**config.mk**
```make
export PLATFORM = sky130hd
export DESIGN_NAME = forced_stop_controller
export DESIGN_NICKNAME = d
export VERILOG_FILES = /design/src/shared/fsc_pkg.sv /design/src/forced_stop_controller.sv
export VERILOG_INCLUDE_DIRS = /design/src /design/src/shared
export SDC_FILE = /design/constraint.sdc
export NUM_CORES = 1
export LEC_CHECK = 0
export BUFFER_PORTS_ARGS = -buffer_cell sky130_fd_sc_hd__buf_2
export CORE_MARGIN = 2
export CORE_UTILIZATION = 60
export CTS_CLUSTER_DIAMETER = 150
export CTS_CLUSTER_SIZE = 40
export DETAILED_ROUTE_END_ITERATION = 12
export GPL_ROUTABILITY_DRIVEN = 0
export GPL_TIMING_DRIVEN = 0
export HOLD_SLACK_MARGIN = 0.03
export PLACE_DENSITY = 0.82
export SYNTH_ARGS = -nofsm -noshare
export SYNTH_HDL_FRONTEND = slang
export SYNTH_SLANG_ARGS = --single-unit
```
**constraint.sdc**
```tcl
create_clock -name clk_i -period 18.31 [get_ports clk_i]
set_clock_uncertainty 0.2 [all_clocks]
set_input_delay 3.662 -clock clk_i [delete_from_list [all_inputs] [get_ports clk_i]]
set_output_delay 3.662 -clock clk_i [all_outputs]
set_load 0.05 [all_outputs]
```
**src/shared/fsc_map.svh**
```systemverilog
// Register indices, field positions, reset values and timing of the forced-stop controller
`ifndef FSC_MAP_SVH
`define FSC_MAP_SVH
// Register indices; byte address is four times the index
`define FSC_IDX_METHOD 16'h200a
`define FSC_IDX_DECEL 16'h230a
`define FSC_IDX_ESTOP 16'h2406
`define FSC_IDX_CTRL 16'h2500
`define FSC_IDX_STAT 16'h2501
`define FSC_IDX_IRQ_STAT 16'h2502
`define FSC_IDX_IRQ_CLR 16'h2503
`define FSC_IDX_IRQ_EN 16'h2504
// Stop method field of the function select register
`define FSC_METHOD_LSB 4
`define FSC_METHOD_MAX 3'h4
`define FSC_METHOD_RST 16'h0010
// Control register fields
`define FSC_CTRL_ALLOC_LSB 0
`define FSC_CTRL_COAST_BIT 4
`define FSC_CTRL_G2_LSB 5
`define FSC_CTRL_RST 16'h0000
// Setting limits and reset values
`define FSC_DECEL_RST 16'h0000
`define FSC_DECEL_MAX 16'h2710
`define FSC_ESTOP_RST 16'h0320
`define FSC_ESTOP_MAX 16'h0320
// Timing: clock period and one millisecond, in picoseconds
`define FSC_CLK_PS 5000
`define FSC_MS_PS 1000000000
`endif

```
**src/shared/fsc_pkg.sv**
```systemverilog
// Types shared by the forced-stop controller
`default_nettype none
package fsc_pkg;
   typedef enum logic [1:0] {
      ST_RUN = 2'b00,
      ST_DECEL = 2'b01,
      ST_HALT = 2'b10
   } stop_state_type;
   typedef enum logic [2:0] {
      M_BRAKE = 3'b000,
      M_TQ_HOLD = 3'b001,
      M_TQ_COAST = 3'b010,
      M_RAMP_HOLD = 3'b011,
      M_RAMP_COAST = 3'b100
   } stop_method_type;
   typedef struct packed {
      logic [15:0] speed;
      logic [15:0] max_speed;
      logic [15:0] max_torque;
   } motor_fb_type;
   typedef struct packed {
      logic [15:0] speed_cmd;
      logic [15:0] torque_limit;
      logic decel;
      logic dyn_brake;
      logic coast;
   } drive_cmd_type;
endpackage
`default_nettype wire

```
**src/forced_stop_controller.sv**
```systemverilog
// Forced-stop sequencer with Wishbone register access
//
// The Wishbone slave port is this design's own decision.
`timescale 1ns/1ps
`default_nettype none
`include "fsc_map.svh"
module forced_stop_controller #(
   parameter int unsigned CYC_PER_MS = `FSC_MS_PS / `FSC_CLK_PS
) (
   input wire logic clk_i,
   input wire logic rst_i,
   input wire logic wb_cyc_i,
   input wire logic wb_stb_i,
   input wire logic wb_we_i,
   input wire logic [17:0] wb_adr_i,
   input wire logic [3:0] wb_sel_i,
   input wire logic [31:0] wb_dat_i,
   output logic [31:0] wb_dat_o,
   output logic wb_ack_o,
   input wire logic forced_stop_in_i,
   input wire logic servo_on_i,
   input wire logic torque_mode_i,
   input wire logic alarm_g2_i,
   input wire logic restart_i,
   input wire fsc_pkg::motor_fb_type motor_fb_i,
   output fsc_pkg::drive_cmd_type drive_o,
   output logic fstop_display_o,
   output logic irq_o
);
   logic fs_meta_q;
   logic fs_sync_q;
   logic ack_q;
   logic [31:0] dat_q;
   logic [15:0] method_reg_q;
   logic [15:0] decel_q;
   logic [15:0] estop_q;
   logic [15:0] ctrl_q;
   logic [2:0] irq_stat_q;
   logic [2:0] irq_en_q;
   fsc_pkg::stop_method_type method_q;
   fsc_pkg::stop_method_type act_q;
   fsc_pkg::stop_state_type state_q;
   logic latch_q;
   logic disp_q;
   logic irq_q;
   logic [31:0] span_q;
   logic [31:0] acc_q;
   fsc_pkg::drive_cmd_type drive_q;
   logic wb_go;
   logic wr_go;
   logic [15:0] idx;
   logic fs_req;
   logic g2_decel;
   logic stop_go;
   logic standstill;
   logic [2:0] irq_evt;
   logic [15:0] tq_lim;
   logic [31:0] acc_sum;
   fsc_pkg::stop_method_type entry_method;

   // Byte-lane merge of a 16-bit register
   function automatic logic [15:0] merge(input logic [15:0] old, input logic [31:0] d, input logic [3:0] sel);
      logic [15:0] r;
      r = old;
      if (sel[0]) begin
         r[7:0] = d[7:0];
      end
      if (sel[1]) begin
         r[15:8] = d[15:8];
      end
      return r;
   endfunction

   // Drive state to apply once stopped
   function automatic logic post_coast(input fsc_pkg::stop_method_type m, input logic off_coast);
      logic r;
      r = off_coast;
      if (m == fsc_pkg::M_TQ_COAST || m == fsc_pkg::M_RAMP_COAST) begin
         r = 1'b1;
      end
      return r;
   endfunction

   assign wb_go = wb_cyc_i & wb_stb_i & ~ack_q;
   assign wr_go = wb_go & wb_we_i;
   assign idx = wb_adr_i[17:2];

   // Pin passes two flops before use
   always_ff @(posedge clk_i) begin
      if (rst_i) begin
         fs_meta_q <= 1'b0;
         fs_sync_q <= 1'b0;
      end else begin
         fs_meta_q <= forced_stop_in_i;
         fs_sync_q <= fs_meta_q;
      end
   end

   assign fs_req = (ctrl_q[`FSC_CTRL_ALLOC_LSB +: 4] != 4'h0) & ~fs_sync_q;
   assign g2_decel = alarm_g2_i & (ctrl_q[`FSC_CTRL_G2_LSB +: 2] == 2'h1 || ctrl_q[`FSC_CTRL_G2_LSB +: 2] == 2'h2);
   assign stop_go = fs_req | alarm_g2_i;
   assign standstill = motor_fb_i.speed == 16'h0000;

   always_comb begin
      entry_method = method_q;
      if (!fs_req) begin
         if (g2_decel) begin
            entry_method = (ctrl_q[`FSC_CTRL_G2_LSB +: 2] == 2'h1) ? fsc_pkg::M_TQ_HOLD : fsc_pkg::M_TQ_COAST;
         end else begin
            entry_method = fsc_pkg::M_BRAKE;
         end
      end
      if (torque_mode_i) begin
         entry_method = fsc_pkg::M_BRAKE;
      end
   end

   assign tq_lim = (estop_q < motor_fb_i.max_torque) ? estop_q : motor_fb_i.max_torque;
   assign acc_sum = acc_q + {16'h0000, motor_fb_i.max_speed};

   // Bus handshake; ack drops the cycle after it is given
   always_ff @(posedge clk_i) begin
      if (rst_i) begin
         ack_q <= 1'b0;
      end else begin
         ack_q <= wb_go;
      end
   end

   // Read mux; unmapped indices read zero
   always_ff @(posedge clk_i) begin
      if (rst_i) begin
         dat_q <= 32'h0000_0000;
      end else if (wb_go && !wb_we_i) begin
         if (idx == `FSC_IDX_METHOD) begin
            dat_q <= {16'h0000, method_reg_q};
         end else if (idx == `FSC_IDX_DECEL) begin
            dat_q <= {16'h0000, decel_q};
         end else if (idx == `FSC_IDX_ESTOP) begin
            dat_q <= {16'h0000, estop_q};
         end else if (idx == `FSC_IDX_CTRL) begin
            dat_q <= {16'h0000, ctrl_q};
         end else if (idx == `FSC_IDX_STAT) begin
            dat_q <= {24'h00_0000, act_q, state_q, latch_q, disp_q, fs_sync_q};
         end else if (idx == `FSC_IDX_IRQ_STAT) begin
            dat_q <= {29'h0, irq_stat_q};
         end else if (idx == `FSC_IDX_IRQ_EN) begin
            dat_q <= {29'h0, irq_en_q};
         end else begin
            dat_q <= 32'h0000_0000;
         end
      end
   end

   // Setting registers; out-of-range deceleration time and stop torque writes clamp to the limit
   always_ff @(posedge clk_i) begin
      if (rst_i) begin
         method_reg_q <= `FSC_METHOD_RST;
         decel_q <= `FSC_DECEL_RST;
         estop_q <= `FSC_ESTOP_RST;
         ctrl_q <= `FSC_CTRL_RST;
         irq_en_q <= 3'h0;
      end else if (wr_go) begin
         if (idx == `FSC_IDX_METHOD) begin
            method_reg_q <= merge(method_reg_q, wb_dat_i, wb_sel_i);
         end else if (idx == `FSC_IDX_DECEL) begin
            if (merge(decel_q, wb_dat_i, wb_sel_i) > `FSC_DECEL_MAX) begin
               decel_q <= `FSC_DECEL_MAX;
            end else begin
               decel_q <= merge(decel_q, wb_dat_i, wb_sel_i);
            end
         end else if (idx == `FSC_IDX_ESTOP) begin
            if (merge(estop_q, wb_dat_i, wb_sel_i) > `FSC_ESTOP_MAX) begin
               estop_q <= `FSC_ESTOP_MAX;
            end else begin
               estop_q <= merge(estop_q, wb_dat_i, wb_sel_i);
            end
         end else if (idx == `FSC_IDX_CTRL) begin
            ctrl_q <= merge(ctrl_q, wb_dat_i, wb_sel_i);
         end else if (idx == `FSC_IDX_IRQ_EN && wb_sel_i[0]) begin
            irq_en_q <= wb_dat_i[2:0];
         end
      end
   end

   always_ff @(posedge clk_i) begin
      if (rst_i) begin
         method_q <= fsc_pkg::M_TQ_HOLD;
      end else if (restart_i) begin
         // Illegal codes fall back to the default method
         if (method_reg_q[`FSC_METHOD_LSB +: 3] <= `FSC_METHOD_MAX) begin
            method_q <= fsc_pkg::stop_method_type'(method_reg_q[`FSC_METHOD_LSB +: 3]);
         end else begin
            method_q <= fsc_pkg::M_TQ_HOLD;
         end
      end
   end

   always_ff @(posedge clk_i) begin
      if (rst_i) begin
         latch_q <= 1'b0;
      end else if (fs_req && servo_on_i) begin
         latch_q <= 1'b1;
      end else if (!servo_on_i && !fs_req) begin
         latch_q <= 1'b0;
      end
   end

   // Stop sequencer
   always_ff @(posedge clk_i) begin
      if (rst_i) begin
         state_q <= fsc_pkg::ST_RUN;
         act_q <= fsc_pkg::M_BRAKE;
      end else begin
         case (state_q)
            fsc_pkg::ST_RUN: begin
               if (stop_go) begin
                  act_q <= entry_method;
                  if (entry_method == fsc_pkg::M_BRAKE) begin
                     state_q <= fsc_pkg::ST_HALT;
                  end else begin
                     state_q <= fsc_pkg::ST_DECEL;
                  end
               end
            end
            fsc_pkg::ST_DECEL: begin
               // Torque mode mid-ramp ends the ramp and goes straight to halt
               if (standstill || torque_mode_i) begin
                  state_q <= fsc_pkg::ST_HALT;
               end
            end
            fsc_pkg::ST_HALT: begin
               if (!stop_go && !latch_q) begin
                  state_q <= fsc_pkg::ST_RUN;
               end
            end
            default: begin
               state_q <= fsc_pkg::ST_RUN;
            end
         endcase
      end
   end

   // ramp span is the set time in clock cycles
   always_ff @(posedge clk_i) begin
      if (rst_i) begin
         span_q <= 32'h0000_0000;
      end else begin
         span_q <= 32'(decel_q * CYC_PER_MS);
      end
   end

   // Speed command and torque limit
   always_ff @(posedge clk_i) begin
      if (rst_i) begin
         drive_q <= '0;
         acc_q <= 32'h0000_0000;
      end else begin
         drive_q.decel <= 1'b0;
         drive_q.dyn_brake <= 1'b0;
         drive_q.coast <= 1'b0;
         drive_q.torque_limit <= motor_fb_i.max_torque;
         case (state_q)
            fsc_pkg::ST_RUN: begin
               drive_q.speed_cmd <= motor_fb_i.speed;
               acc_q <= 32'h0000_0000;
            end
            fsc_pkg::ST_DECEL: begin
               drive_q.decel <= 1'b1;
               if (act_q == fsc_pkg::M_TQ_HOLD || act_q == fsc_pkg::M_TQ_COAST) begin
                  drive_q.torque_limit <= tq_lim;
                  drive_q.speed_cmd <= 16'h0000;
               end else if (span_q == 32'h0000_0000) begin
                  drive_q.speed_cmd <= 16'h0000;
               end else if (acc_sum >= span_q) begin
                  acc_q <= acc_sum - span_q;
                  if (drive_q.speed_cmd != 16'h0000) begin
                     drive_q.speed_cmd <= drive_q.speed_cmd - 16'h0001;
                  end
               end else begin
                  acc_q <= acc_sum;
               end
            end
            fsc_pkg::ST_HALT: begin
               drive_q.speed_cmd <= 16'h0000;
               if (post_coast(act_q, ctrl_q[`FSC_CTRL_COAST_BIT])) begin
                  drive_q.coast <= 1'b1;
               end else begin
                  drive_q.dyn_brake <= 1'b1;
               end
            end
            default: begin
               drive_q.speed_cmd <= 16'h0000;
            end
         endcase
      end
   end

   always_ff @(posedge clk_i) begin
      if (rst_i) begin
         disp_q <= 1'b0;
      end else begin
         disp_q <= fs_req | latch_q;
      end
   end

   // Events: stop entered, ramp ended (standstill or torque mode), stop released
   assign irq_evt[0] = (state_q == fsc_pkg::ST_RUN) & stop_go;
   assign irq_evt[1] = (state_q == fsc_pkg::ST_DECEL) & (standstill | torque_mode_i);
   assign irq_evt[2] = (state_q == fsc_pkg::ST_HALT) & ~stop_go & ~latch_q;

   // Sticky status; a new event wins over a clear
   always_ff @(posedge clk_i) begin
      if (rst_i) begin
         irq_stat_q <= 3'h0;
      end else if (wr_go && idx == `FSC_IDX_IRQ_CLR && wb_sel_i[0]) begin
         irq_stat_q <= (irq_stat_q & ~wb_dat_i[2:0]) | irq_evt;
      end else begin
         irq_stat_q <= irq_stat_q | irq_evt;
      end
   end
   always_ff @(posedge clk_i) begin
      if (rst_i) begin
         irq_q <= 1'b0;
      end else begin
         irq_q <= |(irq_stat_q & irq_en_q);
      end
   end

   assign wb_ack_o = ack_q;
   assign wb_dat_o = dat_q;
   assign drive_o = drive_q;
   assign fstop_display_o = disp_q;
   assign irq_o = irq_q;
endmodule
`default_nettype wire

```
Yosys cells after proc, flatten, opt, wreduce, memory -nomap -nowiden
Cells that the tools add are included.
W data, S select, Z words.
Word-level totals
  register bits after elaboration: 215
  input bits: 112
  output and inout port bits: 70
  logic and storage cells: 181
Cells by class
  add/sub/neg operators: 3
  multipliers: 1
  magnitude comparators: 5
  equal/unequal tests: 22
  multiplexer cells: 61
  bitwise gates (word level): 26
  reductions and logical operators: 37
Operator list (number)
  $mux W16: 12
  $mux W8: 23
  $eq A16 B14 Y1 const B: 8
  $mux W32: 3
  $pmux W32 S2: 1
  $add A32 B16 Y32: 1
  $ge A32 B32 Y1: 1
  $logic_not A32 Y1: 1
  $pmux W16 S2: 1
  $sub A32 B32 Y32: 1
  $mul A16 B12 Y26 const B: 1
  $mux W3: 6
  $reduce_and A6 Y1: 3
  $mux W17: 1
  $gt A16 B10 Y1 const B: 1
  $gt A16 B14 Y1 const B: 1
  $logic_not A16 Y1: 1
  $lt A16 B16 Y1: 1
  $reduce_bool A16 Y1: 1
  $sub A16 B1 Y16 const B: 1
  $reduce_and A3 Y1: 5
  $mux W2: 6
  $ne A2 B2 Y1 const B: 5
  $and A1 B1 Y1: 9
  other kinds (25): 61

Logic depth before layout (Yosys ltp)
  depth in word-level cells: 10
  mapped depth: 20
  mapped depth without buffers: 18

Least setup slack after synthesis
OpenSTA, ideal clock, no wires.
  path type: input -> register
  start point: in motor_fb_i[26] in the netlist's numbering
  end point: reg drive_q (netlist bit drive_o[32])
  library setup time: 117 ps
  arrival: 8100 ps
  required time: 17993 ps
  slack: 9892 ps
  stages: 18
  buffers on the path: 2
  cells stage by stage: ha_1 > and3_1 > a221o_1 > and3_1 > a2111oi_1 > nor2_1 > xor2_1 > ha_1 > buf_2 > and4_1 > nand3_2 > or4_1 > or4_1 > o211a_2 > buf_6 > nor2_2 > nand3_1 > a32o_1
On the way
  cells in the longest elaborated chain, start to end: 4
RTL lines
  start, declared: RTL line forced_stop_controller.sv:25  | input wire fsc_pkg::motor_fb_type motor_fb_i,
  $add A32 B16 Y32: RTL line forced_stop_controller.sv:119  | assign acc_sum = acc_q + {16'h0000, motor_fb_i.max_speed};
  $ge A32 B32 Y1: RTL line forced_stop_controller.sv:275  | end else if (acc_sum >= span_q) begin
  $ne A4 B4 Y1 (no source line)
  $reduce_and A2 Y1 (no source line)
  end, declared: RTL line forced_stop_controller.sv:48  | fsc_pkg::drive_cmd_type drive_q;
No other way between the ends.
A chain may end at the register's enable or synchronous reset.

Final worst setup path
  start point: in motor_fb_i[26] in the netlist's numbering
  end point: reg acc_q[25]
On the way
  cells in the longest elaborated chain, start to end: 6
  elaborated cells between the ends (all ways): 7
  classes of those cells: 2 x add/sub; 1 x order compare; 4 x mux
RTL lines
  $add A32 B16 Y32 *: RTL line forced_stop_controller.sv:119
  $sub A32 B32 Y32 / $ge A32 B32 Y1 (equally long branches): RTL line forced_stop_controller.sv:276, forced_stop_controller.sv:275
  $mux W32 *: RTL line forced_stop_controller.sv:275
  $mux W32 *: RTL line forced_stop_controller.sv:273  | end else if (span_q == 32'h0000_0000) begin
  $mux W32 *: RTL line forced_stop_controller.sv:270  | if (act_q == fsc_pkg::M_TQ_HOLD || act_q == fsc_pkg::M_TQ_COAST) begin
  $pmux W32 S2 *: RTL line forced_stop_controller.sv:263  | case (state_q)
  end signal, assigned: RTL line forced_stop_controller.sv:276  | acc_q <= acc_sum - span_q;
  end signal, assigned: RTL line forced_stop_controller.sv:281  | acc_q <= acc_sum;
  end, declared: RTL line forced_stop_controller.sv:47  | logic [31:0] acc_q;
Mark *: on every way between the ends. The rest lies on a longest branch, timed or not. The select of a mux whose other input is x is not followed.

==> reports/metrics.yaml <==
routing:
  vias_per_cell: 6.12
  via_count: 13200
  route.met2.wl_um: 18700
  wl_met1_um: 16300
  wl_met3_um: 3510
  ant_nets: 0
  drt_wl_total_um: 39600
  drt_iter0_drc: 1204
  wl_per_cell_um: 18.4
  topRoutingLayerUsed: "met4"
  drc: 0
  drt_first_pass_iters: 6
pwr:
  p_per_area_nw_per_um2: 60.0
  peakVddDrop_mv: 0.0521
  leakagePower_nw: 7.51
sta:
  finalCritPeriodShare_pct: 51.6
  period_minus_slack_ns: 9.44
  timing.setup.tns_ns: 0
  max_freq_ghz: 0.106
  finalSetupViolCount: 0
  maxSlewViolCount: 6
  maxSlewHeadroom_pct: -4.84
  tightest_slew_ns: 1.57
  finalHoldViolations: 0
  rsz0062_at_grt: "no"
  holdWs_ns: 0.259
synth:
  seq_area_frac_synth_pct: 27.6
  synth_common_cells: "dfxtp_1, nor2_1, ha_1"
  syn_area_per_cell_sq_um: 8.50
  synth_top_area_share_pct: 27.6
  synth_area_sq_um: 14000
  synth_seq_cells: 193
  synthFlopType: "dfxtp_1"
  ys_types: 83
  synth_edf_count: 0
  synthTopCellsByArea: "dfxtp_1, ha_1, fa_1"
  ys_warn_count: 0
  synth.most_common_cell: "dfxtp_1"
  syn_inst: 1648
  synth_largest_area_cell: "dfxtp_1"
  async_flop_share_pct: 0
setup_path:
  cp.required_ns: 18.46
  critPathLaunchType: "input pin"
  worstSetupPathType: "input pin to flip-flop"
  cp-end-kind: "flip-flop"
  crit_slowest_cell: "a2111oi_1"
  crit_buf_inv: 2
  path_max_fanout: 10
  cp.arrival_ns: 9.59
  crit_path_max_incr_delay_ns: 1.27
  crit_family: "simple AND/OR/NAND/NOR gates"
  cp_cell_sequence: "buf_2, ha_1, and3_1, a221o_1, and3_1, a2111oi_1, nor2_1, xor2_1, ha_1, buf_2, and4_1, nand3_2, or4_1, or4_1, o211ai_1, nor2_1, a221o_1"
grt:
  antenna_found_initial: 0
  grt_max_degree: 22
  grt_pass1_wl_um: 62200
  gr-total-overflow: 0
  grtUsageTotal_pct: 31.9
  grt_pass1_vias: 12500
floorplanning:
  coreArea_sq_um: 22800
  die_h_um: 157
  die_w_um: 157
  dieArea_sq_um: 24600
  floorplan.rows: 55
  ios: 182
  initial_core_util_pct: 61.5
cells_and_area:
  fillers: 1807
  insertedDiodeCount: 0
  drive_above_1_share_pct: 12.2
  syn_to_final_growth_pct: 12.8
  finalInstanceArea_sq_um: 15800
  finalNonFillerCells: 2151
  nets: 2137
cts:
  ctsHoldBuffers: 0
  clock-root-buffer: "clkbuf_16"
  path_clk_slew_ns: 0.09
  cts_tree: "done"
  clkLatencyLatePin_ns: 0.45
  htree_levels: 4
  cts-resized-gates: 0
  clockBufferDepth: 2
  clkSinkCount: 193
  post-cts-setup-buffers: 0
  cts_inserted_buffers: 17
hold_path:
  hold_path.class: "flip-flop to flip-flop"
placed_design:
  placed_cell_area_sq_um: 15200
  io_buffer_count: 143
  place_hpwl_um: 30900
  dp_cells: 2119
run_status:
  violations: "max-capacitance violations, max-slew violations"
  status: "finished, violations left"
run:
  maxCapViolCount: 1
registers in the layout, indices dropped and copies added, names as in the netlist, 16 cells and up:
signal	count
drive_o	35
decel_q	16
acc_q	32
method_reg_q	16
span_q	26
estop_q	16
wb_dat_o	16
ctrl_q	16
routing by layer:
| metal | global-route usage, % | vias up |
|---|---|---|
| li1 | - | 6206 |
| met1 | 40.5 | 6211 |
| met2 | 53.3 | 650 |
| met3 | 6.34 | 102 |
| met4 | 12.3 | 0 |
| met5 | 0 | - |
cells in the final DEF, fill, tap and decap left out, types with 9 or more instances in the layout:
cell,instances
inv_1,144
and4_1,9
mux2i_1,64
o21a_1,9
a222oi_1,12
conb_1,16
dfxtp_1,193
a221oi_1,10
nand3_1,34
xnor2_1,46
nor3_1,33
a21o_1,21
fa_1,46
buf_4,16
a211oi_1,21
o211ai_1,10
a21oi_1,101
a22o_1,10
and2_1,9
nor2b_1,19
ha_1,154
nor4_1,22
xor2_1,33
clkbuf_16,17
and3_1,30
or3_1,13
nor2_1,191
nand2_1,105
o21ai_0,65
a31oi_1,12
clkbuf_1,40
buf_2,151
a22oi_1,33
through the flow:
stage	worst slack (ns)	total power, mW	util (%)
floorplan	9.89	0.518	-
global placement	8.74	0.552	66.6
detailed placement	8.71	0.555	66.6
CTS	9.16	0.945	69.4
global route	8.77	0.973	69.4
finish	8.87	0.949	69.4
final cells by class:
class                           instances  area [sq um]  share of cell area [%]
Inverter                              146           548                    3.47
Multi-Input combinational cell       1254          9310                    58.9
Timing Repair Buffer                  143           716                    4.53
Clock inverter                         15           208                    1.31
Sequential cell                       193          3860                    24.4
Tap cell                              313           392                    2.48
Buffer                                 70           348                    2.20
Clock buffer                           17           425                    2.69
final timing paths:
check / from / end / slack, ns / cells after the start
hold / removal: fs_meta_q / fs_sync_q / 0.26 / 1
setup reg to reg: acc_q[10] / acc_q[25] / 11.88 / 16
hold reg to reg: fs_meta_q / fs_sync_q / 0.26 / 1
setup / recovery: motor_fb_i[26] / acc_q[25] / 8.87 / 17
cells by family after synthesis:
family / synth area share [%]
AO/OA/AOI/OAI: 17.9
multiplexers: 4.65
XOR/XNOR: 4.94
AND/OR/NAND/NOR: 18.2
buffers and inverters: 6.39
flip-flops: 27.6
other: 0.0268
adder cells (fa/ha/maj): 20.3
power breakdown:
group          switching (mW)  internal (mW)  leakage, nW
logic                  0.0814         0.0377         5.63
registers             0.00446          0.425         1.56
clock network           0.200          0.201        0.307
No activity file was read; power rests on OpenSTA's default activity.
